==> config.mk <==
export PLATFORM = sky130hd
export DESIGN_NAME = aasw_top
export DESIGN_NICKNAME = d
export VERILOG_FILES = /design/src/pkg/aasw_pkg.sv /design/src/design/aasw_cycle.sv /design/src/design/aasw_top.sv
export VERILOG_INCLUDE_DIRS = /design/src /design/src/pkg
export SDC_FILE = /design/constraint.sdc
export NUM_CORES = 1
export LEC_CHECK = 0
export ABC_AREA = 1
export BUFFER_PORTS_ARGS = -buffer_cell sky130_fd_sc_hd__buf_2
export CORE_MARGIN = 5
export CORE_UTILIZATION = 50
export DETAILED_ROUTE_END_ITERATION = 10
export MAX_ROUTING_LAYER = met4
export PLACE_DENSITY_LB_ADDON = 0.1
export SLEW_MARGIN = 20
export SYNTH_ARGS = -nofsm -noshare
export SYNTH_HDL_FRONTEND = slang
export SYNTH_HIERARCHICAL = 1
export SYNTH_SLANG_ARGS = --single-unit
==> constraint.sdc <==
create_clock -name clk -period 4 [get_ports clk]
set_input_delay 0.6 -clock clk [delete_from_list [all_inputs] [get_ports clk]]
set_output_delay 0.6 -clock clk [all_outputs]
set_load 0.02 [all_outputs]
==> src/pkg/aasw_defs.svh <==
`ifndef AASW_DEFS_SVH
`define AASW_DEFS_SVH

// register indices; byte address is four times the index
`define AASW_IDX_AST     3'h1
`define AASW_IDX_WUP     3'h2
`define AASW_IDX_WLO     3'h3
`define AASW_IDX_STAT    3'h4
`define AASW_ADR_AST     ({`AASW_IDX_AST, 2'b00})
`define AASW_ADR_WUP     ({`AASW_IDX_WUP, 2'b00})
`define AASW_ADR_WLO     ({`AASW_IDX_WLO, 2'b00})
`define AASW_ADR_STAT    ({`AASW_IDX_STAT, 2'b00})

// reset values
`define AASW_RST_AST     8'hff
`define AASW_RST_WUP     8'hff
`define AASW_RST_WLO     8'hff

// address layout: eight areas of 2 Mbyte in a 24-bit space
`define AASW_ADDR_W      24
`define AASW_AREA_LSB    21
`define AASW_AREA_MSB    23

// status register fields
`define AASW_ST_BUSY     0
`define AASW_ST_ADV      1
`define AASW_ST_AREA_LSB 2
`define AASW_ST_AREA_MSB 4
`define AASW_ST_THREE    5
`define AASW_ST_WAIT_LSB 6
`define AASW_ST_WAIT_MSB 7

// fixed state count of an internal access
`define AASW_INT_STATES  2'h2

// pin synchroniser reset levels {mode, manual_n, standby_n, wait_n}
`define AASW_PIN_RST     4'h7

`endif

==> src/pkg/aasw_pkg.sv <==
package aasw_pkg;

  typedef enum logic [2:0] {
    AASW_IDLE = 3'b000,
    AASW_T1   = 3'b001,
    AASW_T2   = 3'b010,
    AASW_TW   = 3'b011,
    AASW_T3   = 3'b100,
    AASW_TI   = 3'b101
  } aasw_state_t;

  typedef logic [2:0] aasw_area_t;

endpackage : aasw_pkg

==> src/design/aasw_cycle.sv <==
`timescale 1ns/1ns
`include "aasw_defs.svh"

module aasw_cycle (
  input  wire logic                     clk,
  input  wire logic                     rst_n,
  input  wire logic                     clr,
  input  wire logic                     start,
  input  wire logic                     internal,
  input  wire logic                     three_state,
  input  wire logic [1:0]               prog_waits,
  input  wire logic                     wait_req,
  input  wire logic                     wr,
  input  wire logic [`AASW_ADDR_W-1:0] addr,
  input  wire logic [7:0]               wdata,
  input  wire logic [7:0]               ext_data_i,
  output logic                          busy,
  output logic                          done,
  output logic [7:0]                    rdata,
  output logic [`AASW_ADDR_W-1:0]      ext_addr,
  output logic                          ext_as_n,
  output logic                          ext_rd_n,
  output logic                          ext_wr_n,
  output logic [7:0]                    ext_data_o,
  output logic                          ext_data_oe
);

  aasw_pkg::aasw_state_t state_ff;
  logic [1:0]            cnt_ff;
  logic                  three_ff;
  logic [1:0]            waits_ff;
  logic                  wr_ff;
  logic                  done_ff;
  logic [7:0]            rdata_ff;
  logic [`AASW_ADDR_W-1:0] addr_ff;
  logic [7:0]            wdata_ff;
  logic                  ext_act;
  logic                  finish;

  // last state of an access: 2-state ends in T2, 3-state in T3
  assign finish = (state_ff == aasw_pkg::AASW_T3) ||
                  (state_ff == aasw_pkg::AASW_T2 && !three_ff) ||
                  (state_ff == aasw_pkg::AASW_TI && cnt_ff == 2'h0);

  always_ff @(posedge clk or negedge rst_n) begin
    if (!rst_n) begin
      state_ff <= aasw_pkg::AASW_IDLE;
      cnt_ff   <= 2'h0;
    end else if (clr) begin
      state_ff <= aasw_pkg::AASW_IDLE;
      cnt_ff   <= 2'h0;
    end else begin
      case (state_ff)
        aasw_pkg::AASW_IDLE: begin
          if (start && internal) begin
            state_ff <= aasw_pkg::AASW_TI;
            cnt_ff   <= `AASW_INT_STATES - 2'h1;
          end else if (start) begin
            state_ff <= aasw_pkg::AASW_T1;
          end
        end
        aasw_pkg::AASW_T1: state_ff <= aasw_pkg::AASW_T2;
        aasw_pkg::AASW_T2: begin
          if (!three_ff) begin
            state_ff <= aasw_pkg::AASW_IDLE;
          end else if (waits_ff != 2'h0) begin
            state_ff <= aasw_pkg::AASW_TW;
            cnt_ff   <= waits_ff - 2'h1;
          end else if (wait_req) begin
            state_ff <= aasw_pkg::AASW_TW;
            cnt_ff   <= 2'h0;
          end else begin
            state_ff <= aasw_pkg::AASW_T3;
          end
        end
        aasw_pkg::AASW_TW: begin
          if (cnt_ff != 2'h0) begin
            cnt_ff <= cnt_ff - 2'h1;
          end else if (!wait_req) begin
            state_ff <= aasw_pkg::AASW_T3;
          end
        end
        aasw_pkg::AASW_T3: state_ff <= aasw_pkg::AASW_IDLE;
        aasw_pkg::AASW_TI: begin
          if (cnt_ff == 2'h0) begin
            state_ff <= aasw_pkg::AASW_IDLE;
          end else begin
            cnt_ff <= cnt_ff - 2'h1;
          end
        end
        default: state_ff <= aasw_pkg::AASW_IDLE;
      endcase
    end
  end

  // access settings latched at start, held for the whole cycle
  always_ff @(posedge clk or negedge rst_n) begin
    if (!rst_n) begin
      three_ff <= 1'b0;
      waits_ff <= 2'h0;
      wr_ff    <= 1'b0;
      addr_ff  <= '0;
      wdata_ff <= 8'h00;
    end else if (start && state_ff == aasw_pkg::AASW_IDLE && !clr) begin
      three_ff <= three_state;
      waits_ff <= three_state ? prog_waits : 2'h0;
      wr_ff    <= wr;
      addr_ff  <= internal ? addr_ff : addr;
      wdata_ff <= wdata;
    end
  end

  always_ff @(posedge clk or negedge rst_n) begin
    if (!rst_n) begin
      done_ff  <= 1'b0;
      rdata_ff <= 8'h00;
    end else begin
      done_ff <= finish && !clr;
      if (finish && !wr_ff && state_ff != aasw_pkg::AASW_TI) begin
        rdata_ff <= ext_data_i;
      end
    end
  end

  // strobes and address held through every wait state
  assign ext_act     = state_ff != aasw_pkg::AASW_IDLE && state_ff != aasw_pkg::AASW_TI;
  assign ext_as_n    = !ext_act;
  assign ext_rd_n    = !(ext_act && !wr_ff);
  assign ext_wr_n    = !(ext_act && wr_ff && state_ff != aasw_pkg::AASW_T1);
  assign ext_data_oe = ext_act && wr_ff;
  assign ext_data_o  = wdata_ff;
  assign ext_addr    = addr_ff;
  assign busy        = state_ff != aasw_pkg::AASW_IDLE;
  assign done        = done_ff;
  assign rdata       = rdata_ff;

endmodule : aasw_cycle

==> src/design/aasw_top.sv <==
// The implementer's own choices: the Avalon-MM slave port and the register addresses.
`timescale 1ns/1ns
`include "aasw_defs.svh"

module aasw_top (
  input  wire logic                     clk,
  input  wire logic                     rst_n,
  input  wire logic [4:0]               avs_address,
  input  wire logic                     avs_read,
  input  wire logic                     avs_write,
  input  wire logic [31:0]              avs_writedata,
  input  wire logic [3:0]               avs_byteenable,
  output logic [31:0]                   avs_readdata,
  output logic                          avs_waitrequest,
  input  wire logic                     mode_advanced,
  input  wire logic                     hw_standby_n,
  input  wire logic                     manual_reset_n,
  input  wire logic                     acc_req,
  input  wire logic                     acc_internal,
  input  wire logic                     acc_wr,
  input  wire logic [`AASW_ADDR_W-1:0] acc_addr,
  input  wire logic [7:0]               acc_wdata,
  output logic                          acc_done,
  output logic [7:0]                    acc_rdata,
  output logic [`AASW_ADDR_W-1:0]      ext_addr,
  output logic                          ext_as_n,
  output logic                          ext_rd_n,
  output logic                          ext_wr_n,
  input  wire logic                     ext_wait_n,
  input  wire logic [7:0]               ext_data_i,
  output logic [7:0]                    ext_data_o,
  output logic                          ext_data_oe
);

  logic [7:0]            ast_ff;
  logic [7:0]            wup_ff;
  logic [7:0]            wlo_ff;
  logic [3:0]            pin_s1_ff;
  logic [3:0]            pin_s2_ff;
  logic [3:0]            pin_s3_ff;
  logic [3:0]            pin_q_ff;
  logic [3:0]            pin_agree;
  logic                  resp_ff;
  logic [31:0]           rdata_ff;
  logic                  bus_req;
  logic                  wr_take;
  logic                  standby;
  logic                  man_reset;
  logic                  adv_mode;
  logic                  wait_req;
  logic                  cyc_busy;
  logic                  cyc_done;
  logic                  cyc_start;
  logic                  cyc_clr;
  aasw_pkg::aasw_area_t  cur_area;
  logic                  cur_three;
  logic [1:0]            cur_waits;
  aasw_pkg::aasw_area_t  last_area_ff;
  logic                  last_three_ff;
  logic [1:0]            last_waits_ff;
  logic [7:0]            status;
  logic [7:0]            nxt_rdata;
  logic                  sel_ast;
  logic                  sel_wup;
  logic                  sel_wlo;
  logic                  sel_stat;
  logic                  wr_ast;
  logic                  wr_wup;
  logic                  wr_wlo;

  // area of an address: three top bits in advanced mode, else area 0
  function automatic aasw_pkg::aasw_area_t area_of(
    input logic [`AASW_ADDR_W-1:0] a,
    input logic                    adv
  );
    if (adv) begin
      return a[`AASW_AREA_MSB:`AASW_AREA_LSB];
    end
    return 3'h0;
  endfunction : area_of

  // 2-bit wait field of an area across upper and lower registers
  function automatic logic [1:0] wait_field(
    input logic [7:0]           up,
    input logic [7:0]           lo,
    input aasw_pkg::aasw_area_t area
  );
    logic [15:0] both;
    both = {up, lo};
    return both[{area, 1'b0} +: 2];
  endfunction : wait_field

  // register index match for a word-aligned byte address
  function automatic logic hit(
    input logic [4:0] adr,
    input logic [4:0] reg_adr
  );
    return adr == reg_adr;
  endfunction : hit

  // program waits only count in a three-state area
  function automatic logic [1:0] eff_waits(
    input logic       three,
    input logic [1:0] waits
  );
    if (three) begin
      return waits;
    end
    return 2'h0;
  endfunction : eff_waits

  // status word: live busy and mode, then the last external access
  function automatic logic [7:0] status_word(
    input logic                 busy,
    input logic                 adv,
    input aasw_pkg::aasw_area_t area,
    input logic                 three,
    input logic [1:0]           waits
  );
    logic [7:0] s;
    s = 8'h00;
    s[`AASW_ST_BUSY] = busy;
    s[`AASW_ST_ADV] = adv;
    s[`AASW_ST_AREA_MSB:`AASW_ST_AREA_LSB] = area;
    s[`AASW_ST_THREE] = three;
    s[`AASW_ST_WAIT_MSB:`AASW_ST_WAIT_LSB] = waits;
    return s;
  endfunction : status_word

  // pin inputs: three stages, a change counts when stage 2 and 3 agree
  always_ff @(posedge clk or negedge rst_n) begin
    if (!rst_n) begin
      pin_s1_ff <= `AASW_PIN_RST;
      pin_s2_ff <= `AASW_PIN_RST;
      pin_s3_ff <= `AASW_PIN_RST;
    end else begin
      pin_s1_ff <= {mode_advanced, manual_reset_n, hw_standby_n, ext_wait_n};
      pin_s2_ff <= pin_s1_ff;
      pin_s3_ff <= pin_s2_ff;
    end
  end

  assign pin_agree = ~(pin_s2_ff ^ pin_s3_ff);

  always_ff @(posedge clk or negedge rst_n) begin
    if (!rst_n) begin
      pin_q_ff <= `AASW_PIN_RST;
    end else begin
      pin_q_ff <= (pin_agree & pin_s2_ff) | (~pin_agree & pin_q_ff);
    end
  end

  assign wait_req  = !pin_q_ff[0];
  assign standby   = !pin_q_ff[1];
  assign man_reset = !pin_q_ff[2];
  assign adv_mode  = pin_q_ff[3];

  // Avalon slave: one wait cycle, answer in the second cycle
  assign bus_req         = avs_read || avs_write;
  assign avs_waitrequest = bus_req && !resp_ff;
  assign wr_take         = avs_write && resp_ff && avs_byteenable[0];

  // one select per register, shared by the write and read paths;
  // a standby clear still wins over a write landing in the same cycle
  assign sel_ast  = hit(avs_address, `AASW_ADR_AST);
  assign sel_wup  = hit(avs_address, `AASW_ADR_WUP);
  assign sel_wlo  = hit(avs_address, `AASW_ADR_WLO);
  assign sel_stat = hit(avs_address, `AASW_ADR_STAT);
  assign wr_ast   = wr_take && sel_ast;
  assign wr_wup   = wr_take && sel_wup;
  assign wr_wlo   = wr_take && sel_wlo;

  always_ff @(posedge clk or negedge rst_n) begin
    if (!rst_n) begin
      resp_ff <= 1'b0;
    end else begin
      resp_ff <= bus_req && !resp_ff;
    end
  end

  always_ff @(posedge clk or negedge rst_n) begin
    if (!rst_n) begin
      ast_ff <= `AASW_RST_AST;
    end else if (standby) begin
      ast_ff <= `AASW_RST_AST;
    end else if (wr_ast) begin
      ast_ff <= avs_writedata[7:0];
    end
  end

  always_ff @(posedge clk or negedge rst_n) begin
    if (!rst_n) begin
      wup_ff <= `AASW_RST_WUP;
    end else if (standby) begin
      wup_ff <= `AASW_RST_WUP;
    end else if (wr_wup) begin
      wup_ff <= avs_writedata[7:0];
    end
  end

  always_ff @(posedge clk or negedge rst_n) begin
    if (!rst_n) begin
      wlo_ff <= `AASW_RST_WLO;
    end else if (standby) begin
      wlo_ff <= `AASW_RST_WLO;
    end else if (wr_wlo) begin
      wlo_ff <= avs_writedata[7:0];
    end
  end

  assign status = status_word(cyc_busy, adv_mode, last_area_ff, last_three_ff, last_waits_ff);

  // unmapped addresses read as zero, writes to them are dropped
  always_comb begin
    nxt_rdata = 8'h00;
    if (sel_ast) begin
      nxt_rdata = ast_ff;
    end else if (sel_wup) begin
      nxt_rdata = wup_ff;
    end else if (sel_wlo) begin
      nxt_rdata = wlo_ff;
    end else if (sel_stat) begin
      nxt_rdata = status;
    end
  end

  always_ff @(posedge clk or negedge rst_n) begin
    if (!rst_n) begin
      rdata_ff <= 32'h0000_0000;
    end else if (avs_read && !resp_ff) begin
      rdata_ff <= {24'h00_0000, nxt_rdata};
    end
  end

  assign avs_readdata = rdata_ff;

  // per-access settings; normal mode only looks at area 0
  assign cur_area  = area_of(acc_addr, adv_mode);
  assign cur_three = ast_ff[cur_area];
  assign cur_waits = wait_field(wup_ff, wlo_ff, cur_area);

  // manual reset and standby abort a cycle; only standby touches registers
  assign cyc_clr   = man_reset || standby;
  assign cyc_start = acc_req && !cyc_busy && !cyc_done && !cyc_clr;

  always_ff @(posedge clk or negedge rst_n) begin
    if (!rst_n) begin
      last_area_ff  <= 3'h0;
      last_three_ff <= 1'b0;
      last_waits_ff <= 2'h0;
    end else if (cyc_start && !acc_internal) begin
      last_area_ff  <= cur_area;
      last_three_ff <= cur_three;
      last_waits_ff <= eff_waits(cur_three, cur_waits);
    end
  end

  aasw_cycle u_cycle (
    .clk         (clk),
    .rst_n       (rst_n),
    .clr         (cyc_clr),
    .start       (cyc_start),
    .internal    (acc_internal),
    .three_state (cur_three),
    .prog_waits  (cur_waits),
    .wait_req    (wait_req),
    .wr          (acc_wr),
    .addr        (acc_addr),
    .wdata       (acc_wdata),
    .ext_data_i  (ext_data_i),
    .busy        (cyc_busy),
    .done        (cyc_done),
    .rdata       (acc_rdata),
    .ext_addr    (ext_addr),
    .ext_as_n    (ext_as_n),
    .ext_rd_n    (ext_rd_n),
    .ext_wr_n    (ext_wr_n),
    .ext_data_o  (ext_data_o),
    .ext_data_oe (ext_data_oe)
  );

  assign acc_done = cyc_done;

endmodule : aasw_top

==> summary.md, run 1 <==
| Metric | Value |
|---|---|
| Status | finished clean |
| CTS tree | done |
| Share of final-layout standard cells stronger than drive strength 1 | 27.35% |
| Initial antenna violation count | 0 |
| I/O Buffers | 118 |
| Signal arrival time at the worst endpoint | about 2700 ps |
| Internal power of the cells | roughly 1.8 mW |
| Count of unresolved DRC violations after routing | 0 |
| Xor and xnor fraction of the mapped netlist area | 0% |
| Cell count after synthesis | between 500 and 600 |
| Cell type contributing the most total cell area after synthesis | sky130_fd_sc_hd__dfrtp_1 |
| Top fanout value on the critical path | 24 |
| DIE WIDTH | ~110 um |
| Number of gates given a new drive strength after cts | 0 |
| Vias in the first global route | between 3000 and 4000 |
| Fraction of the yosys area taken by sequential cells | around 53% |
| Max_slew headroom | a little under two fifths |
| Site Rows | 36 |
| Area of the die | 12250 um^2 |
| Ant diodes | 0 |
| Layout overhead on the synthesized area | 14.93% |
| Die height | between 100 and 150 um |
| Per-instance average area after synthesis | 8.650 um^2 |
| Data required time of the critical path | roughly 4300 ps |
| Worst supply voltage drop on vdd | about 220 uV |
| Syn Std Cell Area | 5069 um^2 |
| Main combinational cell family by area after synthesis | simple AND/OR/NAND/NOR gates |
| Largest cells by area after synthesis | sky130_fd_sc_hd__dfrtp_1 34%, sky130_fd_sc_hd__dfstp_2 19%, sky130_fd_sc_hd__nand2_1 10%, sky130_fd_sc_hd__nand3_1 7.0%, sky130_fd_sc_hd__nor2_1 4.6% |
| Number of pins exceeding their max-slew limit in the final report | 0 |
| Overall global routing resource usage | about a fifth |
| Total of endpoints with negative setup slack in the final report | 0 |
| Final Core Density | about three fifths |
| Maximum clock frequency | 414.9 MHz |
| Actual slew at the worst max-slew pin | 926.7 ps |
| Starting density of the core | between 50% and 60% |
| Setup crit end kind | register |
| Share of the synthesized area in compound gates (AO/OA/AOI/OAI) | 6.887% |
| Simple-gate share of the synthesized area | between 20 and 30% |
| Maximum Capacitance Violations | 0 |
| First-pass GRT wire length | a little under 20000 um |
| Filler cells | between 900 and 1000 |
| RSZ-0062 raised after global routing | no |
| Worst skew pair latency | approximately 370 ps |
| DR pass1 iterations | 4 |
| Final critical-path required period | 2411 ps |
| Kind of critical path | register to register |
| Ratio of final minimum period to clock period | between 60% and 70% |
| Clock Power Share | between 20% and 30% |
| Total detailed-routing wirelength | 11540 um |
| Hold buffers post-CTS | 0 |
| Number of vias per cell | 4.959 |
| PwrDens | 488.0 nW/um^2 |
| Multi-input gate area | roughly 2000 um^2 |
| Switching power as a share of total power | a little over a third |
| Accumulated negative setup slack | 0 ps |
| Share of synthesized area spent on multiplexers | about 1.8% |
| Core Area | ~10000 um^2 |
| Final Skew | slightly above 10 ps |
| Routed via count | 4141 |
| Final nets | 790 |
| Register share of total power | approximately half |
| Global placement routability congestion | around 0.88 |
| Half-perimeter wire length after placement | between 8000 and 9000 um |
| Type of the worst min-delay path | primary input to asynchronous set/reset pin |
| Clock transition at the registers of the reported paths | ~100 ps |
| Final number of hold-violating endpoints | 0 |
| Number of flip-flops and latches in the synthesized netlist | between 100 and 150 |
| Post-CTS Repair Setup Buffers | 0 |
| Syn. warnings | 6 |
| Adder-Cell Fraction of Synth Area | between 1 and 1.5% |
| H-tree lvl count | 3 |
| Longest Clk Path Bufs | 2 |
| Number of sinks on the clock net | around 110 |
| Number of buffers added by the clock tree synthesis step | 9 |
| Remaining global-route overflow | 0 |
| Pleak | ~3 nW |
| Critical path launch point type | register |
| Count of pins on the block boundary | 170 |
| Routed wirelength normalized by instance count | about 14 um |
| DRT iter0 DRCs | 289 |
| CTS root buffer | sky130_fd_sc_hd__clkbuf_8 |
| Fraction of synthesized cell area taken by the top area cell type | between 30 and 40% |
| NetSw | about 0.99 mW |
| Sequential cell area in the final layout | between 2000 and 3000 um^2 |
| Fraction of power consumed by combinational cells | a little over a quarter |
| Library cells used by synthesis | 35 |
| Post-DRT Antenna Nets | 0 |
| Maximum number of pins on one net before global-route repair | 87 |
## metal layers
layer	global-route usage (%)	vias up	routed length [um]
li1	-	2078	-
met1	23.68	1891	4957
met2	32.08	147	5724
met3	4.203	25	612
met4	7.143	0	242
met5	-	-	0
## cells in the mapped netlist, drive strengths merged
library cell,n
nand2,143
nand3,74
dfrtp,69
nor2,69
inv,48
o21ai,44
buf,39
dfstp,36
nand4,20
a21oi,13
mux2,8
clkbuf,4
maj3,4
o21bai,4
nor3,3
clkinv,2
o21a,2
and2,1
conb,1
ha,1
nand3b,1
## state kept, by name (all words and copies together) (netlist names), named ones only
name                count
u_cycle/ext_addr       24
ast_ff                  8
avs_readdata            8
u_cycle/ext_data_o      8
u_cycle/rdata           8
wlo_ff                  8
wup_ff                  8
pin_s1_ff               4
pin_s2_ff               4
pin_s3_ff               4
last_area_ff            3
u_cycle/state_ff        3
last_waits_ff           2
u_cycle/cnt_ff          2
u_cycle/waits_ff        2
last_three_ff           1
resp_ff                 1
u_cycle/done            1
u_cycle/three_ff        1
u_cycle/wr_ff           1
## worst paths after layout
| kind | end | cells after the start | start | slack, ps |
|---|---|---|---|---|
| setup reg to reg | u_cycle/ext_addr[8] | 10 | u_cycle/state_ff[0] | 1590 |
| setup / recovery | u_cycle/ext_addr[8] | 10 | u_cycle/state_ff[0] | 1590 |
| hold reg to reg | pin_s2_ff[2] | 0 | pin_s1_ff[2] | 360 |
| min in group clk | pin_s1_ff[1] | 1 | hw_standby_n | 330 |
| hold / removal | u_cycle/cnt_ff[1] | 1 | rst_n | 280 |
| max in group asynchronous | u_cycle/ext_addr[12] | 2 | rst_n | 2950 |
## stage by stage
step / worst slack [ps] / instances / total power [mW] / hold WS (ps) / cell area (um^2)
floorplan: 2040 / 609 / 1.956 / 304.4 / 5155
global placement: 1609 / 819 / 2.200 / 335.0 / 5634
detailed placement: 1566 / 819 / 2.225 / 340.5 / 5634
CTS: 1613 / 835 / 2.877 / 308.5 / 5822
global route: 1348 / 835 / 3.024 / 300.4 / 5826
finish: 1589 / 835 / 2.843 / 277.2 / 5826
## layout make-up
cell class / count / share of cell area [%]
inverter: 50 / 3.222
tap: 133 / 2.857
clock buffer: 11 / 2.255
multi-input combinational: 411 / 34.32
timing repair buffer: 120 / 10.50
clock inverter: 5 / 0.9665
sequential: 105 / 45.88
## cells in the final DEF (no fill, tap or decap), drive strengths merged, types with 8 or more instances in the layout
cell / instances
nand2: 143
a21oi: 13
buf: 120
dfrtp: 69
mux2: 8
inv: 48
nand3: 74
dfstp: 36
o21ai: 44
conb: 24
nand4: 20
nor2: 69
clkbuf: 11
## critical path: stages, from the launching register on
cell,delay (ps)
sky130_fd_sc_hd__dfrtp_1,450
sky130_fd_sc_hd__nor2_2,210
sky130_fd_sc_hd__nand2_2,180
sky130_fd_sc_hd__nor2_2,210
sky130_fd_sc_hd__nand3_1,90
sky130_fd_sc_hd__inv_1,80
sky130_fd_sc_hd__inv_1,70
sky130_fd_sc_hd__nor3_4,200
sky130_fd_sc_hd__nand2_1,520
sky130_fd_sc_hd__nand2_1,220
sky130_fd_sc_hd__nand2_1,70
## power by group through the flow
stage | clock network, mW | registers, mW | logic (mW)
final | 0.644 | 1.43 | 0.764
after floorplan | 0 | 1.59 | 0.369
after global routing | 0.714 | 1.46 | 0.846
after CTS | 0.669 | 1.44 | 0.773
after detailed placement | 0 | 1.45 | 0.773
after global placement | 0 | 1.44 | 0.757
## logic make-up (layout without fill, tap and decap cells)
group | count (synthesis) | after routing
and+or+nand+nor | 311 | 311
buffers and inverters | 93 | 186
muxes | 8 | 8
other | 1 | 24
adders and majority gates | 5 | 5
DFF | 105 | 105
AOI/OAI and AO/OA | 63 | 63
Power figures use the tool's default switching activity.
==> run 2, diff against run 1 <==
- ABC_AREA: 1 -> 0
- CORE_UTILIZATION: 50 -> 46
- clock period: 4 -> 2.2 ns (I/O delays scaled with it)
==> run 2 against run 1 <==
Net effect: the run now ends with negative hold slack left; area after synthesis is essentially flat; core utilization shrank 1.4 points; flip-flop and latch count is the same; largest cell class unchanged.
==> summary.md, run 2 <==
| Metric | Value |
|---|---|
| Status | complete, but fails checks |
| Failing checks | negative hold slack |
| Post-DRT Antenna Nets | 0 |
| Global placement routability congestion | approximately 0.83 |
| H-tree lvl count | 3 |
| Cell type contributing the most total cell area after synthesis | sky130_fd_sc_hd__dfrtp_1 |
| Largest cells by area after synthesis | sky130_fd_sc_hd__dfrtp_1 34%, sky130_fd_sc_hd__dfstp_2 19%, sky130_fd_sc_hd__mux2_1 6.4%, sky130_fd_sc_hd__mux2i_1 6.1%, sky130_fd_sc_hd__buf_4 3.9% |
| Number of sinks on the clock net | ~110 |
| Fraction of the yosys area taken by sequential cells | between 50% and 60% |
| Fraction of synthesized cell area taken by the top area cell type | 34.10% |
| Cell repeated most along the worst path | sky130_fd_sc_hd__nor3_4 |
| DR pass1 iterations | 4 |
| Setup WS post-layout | between 50 and 60 ps |
| Max_slew headroom | 61.46% |
| Most frequent standard cell in the layout excluding fill and tap cells | sky130_fd_sc_hd__buf_2 |
| Actual slew at the worst max-slew pin | a little under 600 ps |
| Maximum single-stage delay on the critical path | around 420 ps |
| Maximum number of pins on one net before global-route repair | 106 |
| Depth of the most critical reg-to-reg path | 8 |
| Number of flops mapped to enable cells by yosys | 0 |
| Worst supply voltage drop on vdd | 546.3 uV |
| DIE WIDTH | about 110 um |
| Hold WS | -9.330 ps |
| Number of buffers added by the clock tree synthesis step | 9 |
| Overall global routing resource usage | between 15 and 20% |
| First-pass GRT wire length | roughly 19000 um |
| Pleak | approximately 3.0 nW |
| Instance area after placement | slightly below 6000 um^2 |
| Maximum clock frequency | ~470 MHz |
| Met1 usage | between 20% and 30% |
| Number of flip-flops and latches in the synthesized netlist | 105 |
| Layout overhead on the synthesized area | 23.47% |
| Number of pins exceeding their max-slew limit in the final report | 0 |
| Fraction of power consumed by combinational cells | about a quarter |
| Hold buffers post-CTS | 0 |
| Worst skew pair latency | ~370 ps |
| Count of pins on the block boundary | 170 |
| NetSw | 1.552 mW |
| DRT iter0 DRCs | 180 |
| Ordered cell list for the critical path | nor3_4 -> inv_2 -> nand2b_4 -> nor3_4 -> nand3b_1 -> nor2_4 -> clkbuf_16 -> mux2_4 |
| Ant diodes | 0 |
| Initial antenna violation count | 0 |
| Area of the die | between 10000 and 15000 um^2 |
| Per-instance average area after synthesis | 11.48 um^2 |
| Commonest non-fill, non-tap cells in the layout | 117 x sky130_fd_sc_hd__buf_2, 69 x sky130_fd_sc_hd__dfrtp_1, 47 x sky130_fd_sc_hd__nand2_1 |
| GR Layer Usage met2 | a little over a quarter |
| Type of the worst min-delay path | primary input to asynchronous set/reset pin |
| Count of unresolved DRC violations after routing | 0 |
| Total of endpoints with negative setup slack in the final report | 0 |
| PwrDens | slightly above 800 nW/um^2 |
| Async set or reset register ratio after synthesis | 100.0% |
| Design Area, Final | 6252 um^2 |
| Starting density of the core | 46.92% |
| CTS root buffer | sky130_fd_sc_hd__clkbuf_8 |
| Core Area | about 11000 um^2 |
| Register share of total power | 47.3% |
| Internal power of the cells | approximately 3.6 mW |
| Final nets | about 670 |
| Kind of critical path | register to register |
| Total detailed-routing wirelength | around 12000 um |
| Final Core Density | 57.93% |
| Longest Clk Path Bufs | 2 |
| Routed via count | roughly 3700 |
| Site Rows | 38 |
| Ratio of final minimum period to clock period | between 90% and 100% |
| Flip-flop count of the largest register after layout | 24 |
| RSZ-0062 raised after global routing | yes |
| Clock transition at the registers of the reported paths | about 90 ps |
| Critical path launch point type | register |
| Worst slack at placement | slightly below 60 ps |
| Final Skew | between 10 and 15 ps |
| Non-filler instance count after layout | roughly 720 |
| Most utilized layer in the global route result | met2 |
| Routed wirelength normalized by instance count | ~16 um |
| Accumulated negative setup slack | 0 ps |
| Clock Power Share | approximately 28% |
| Number of vias per cell | 5.181 |
| CTS tree | done |
| Syn Std Cell Area | 5064 um^2 |
| Setup crit end kind | register |
| Filler cells | between 900 and 1000 |
| I/O Buffers | 118 |
| Share of final-layout standard cells stronger than drive strength 1 | 42.31% |
| Most frequently used cell type in the post-synthesis netlist | sky130_fd_sc_hd__dfrtp_1 |
| Vias in the first global route | ~3700 |
| Cell count after synthesis | 441 |
| Library cells used by synthesis | 59 |
| Data required time of the critical path | around 2500 ps |
| Switching power as a share of total power | between 30% and 40% |
| Half-perimeter wire length after placement | roughly 8300 um |
| Ranking of synthesized cells by instance count | 69 x sky130_fd_sc_hd__dfrtp_1, 47 x sky130_fd_sc_hd__nand2_1, 36 x sky130_fd_sc_hd__dfstp_2, 31 x sky130_fd_sc_hd__mux2i_1, 29 x sky130_fd_sc_hd__mux2_1 |
| Syn. warnings | 6 |
| Top fanout value on the critical path | 6 |
| Signal arrival time at the worst endpoint | around 2400 ps |
| Maximum Capacitance Violations | 0 |
| Total Power Consumption | about 5.1 mW |
| Remaining global-route overflow | 0 |
| Final number of hold-violating endpoints | 6 |
| CP max-delay cell | sky130_fd_sc_hd__dfrtp_1 |
| Prevailing post-synth register cell | sky130_fd_sc_hd__dfrtp_1 |
| Number of instances in the placed design | slightly below 700 |
| Final critical-path required period | 2148 ps |
| Die height | between 100 and 150 um |
| Met3 Track Usage GR | 3.526% |
run 2: cell count changes after synthesis, sizes merged, moves of 7 or more:
cell    previous run  this run
nor2b              0         9
o21ai             44        11
nand4             20         1
o211ai             0         7
nand3             74         3
mux2i              0        31
nor2              69        16
inv               48        13
mux2               8        46
a21oi             13        27
nand2            143        47
run 2: logic make-up after synthesis:
| logic type | after synthesis | share of synthesized area, % |
|---|---|---|
| simple gates | 115 | 12.26 |
| other cells | 1 | 0.07406 |
| compound gates | 78 | 10.23 |
| buf+inv | 58 | 6.573 |
| xor+xnor | 1 | 0.1730 |
| mux | 78 | 16.88 |
| fa+ha+maj | 5 | 1.038 |
| flops | 105 | 52.78 |
run 2: timing repair:
item,4_1_cts,5_1_grt
endpoints found under the setup margin,0,29
gates resized for setup,0,26
setup buffers,0,4
hold endpoints to repair,0,0
run 2: path summary, 6_finish.rpt:
check,slack [ps],endpoint,start
min in group clk,40,pin_s1_ff[1],hw_standby_n
setup reg to reg,50,u_cycle/ext_addr[23],u_cycle/state_ff[2]
hold reg to reg,360,pin_s2_ff[0],pin_s1_ff[0]
max in group asynchronous,1750,u_cycle/ext_addr[22],rst_n
setup / recovery,50,u_cycle/ext_addr[23],u_cycle/state_ff[2]
hold / removal,-9,avs_readdata[2],rst_n
run 2: power groups by stage:
stage | Clock, mW | Combinational (mW) | Sequential [mW]
2_1_floorplan | 0 | 0.476 | 2.71
3_3_place_gp | 0 | 1.14 | 2.44
3_5_place_dp | 0 | 1.16 | 2.45
4_1_cts | 1.50 | 1.17 | 2.42
5_1_grt | 1.58 | 1.34 | 2.47
6_report | 1.46 | 1.24 | 2.43
run 2: metal layers:
metal	vias to the layer above	wire length, um	part of all wire, %
li1	1766	-	-
met3	13	749	6.3
met4	0	168	1.4
met5	-	0	0
met1	1819	5353	45
met2	127	5586	47
run 2: worst max-delay path, delay by kind of cell, from the launching register on:
kind / cells / cell delay (ps)
AND/OR/NAND/NOR: 5 / 1030
flip-flops: 1 / 420
buffers and inverters: 2 / 290
multiplexers: 1 / 300
run 2: area by class of cell:
class	instances	area [um^2]	share of cell area, %
Inverter	14	52.55	0.8405
Clock buffer	11	141.4	2.261
Clock inverter	5	107.6	1.721
Tap cell	140	175.2	2.802
Sequential cell	105	2673	42.75
Timing Repair Buffer	143	844.6	13.51
Multi-Input combinational cell	301	2258	36.12
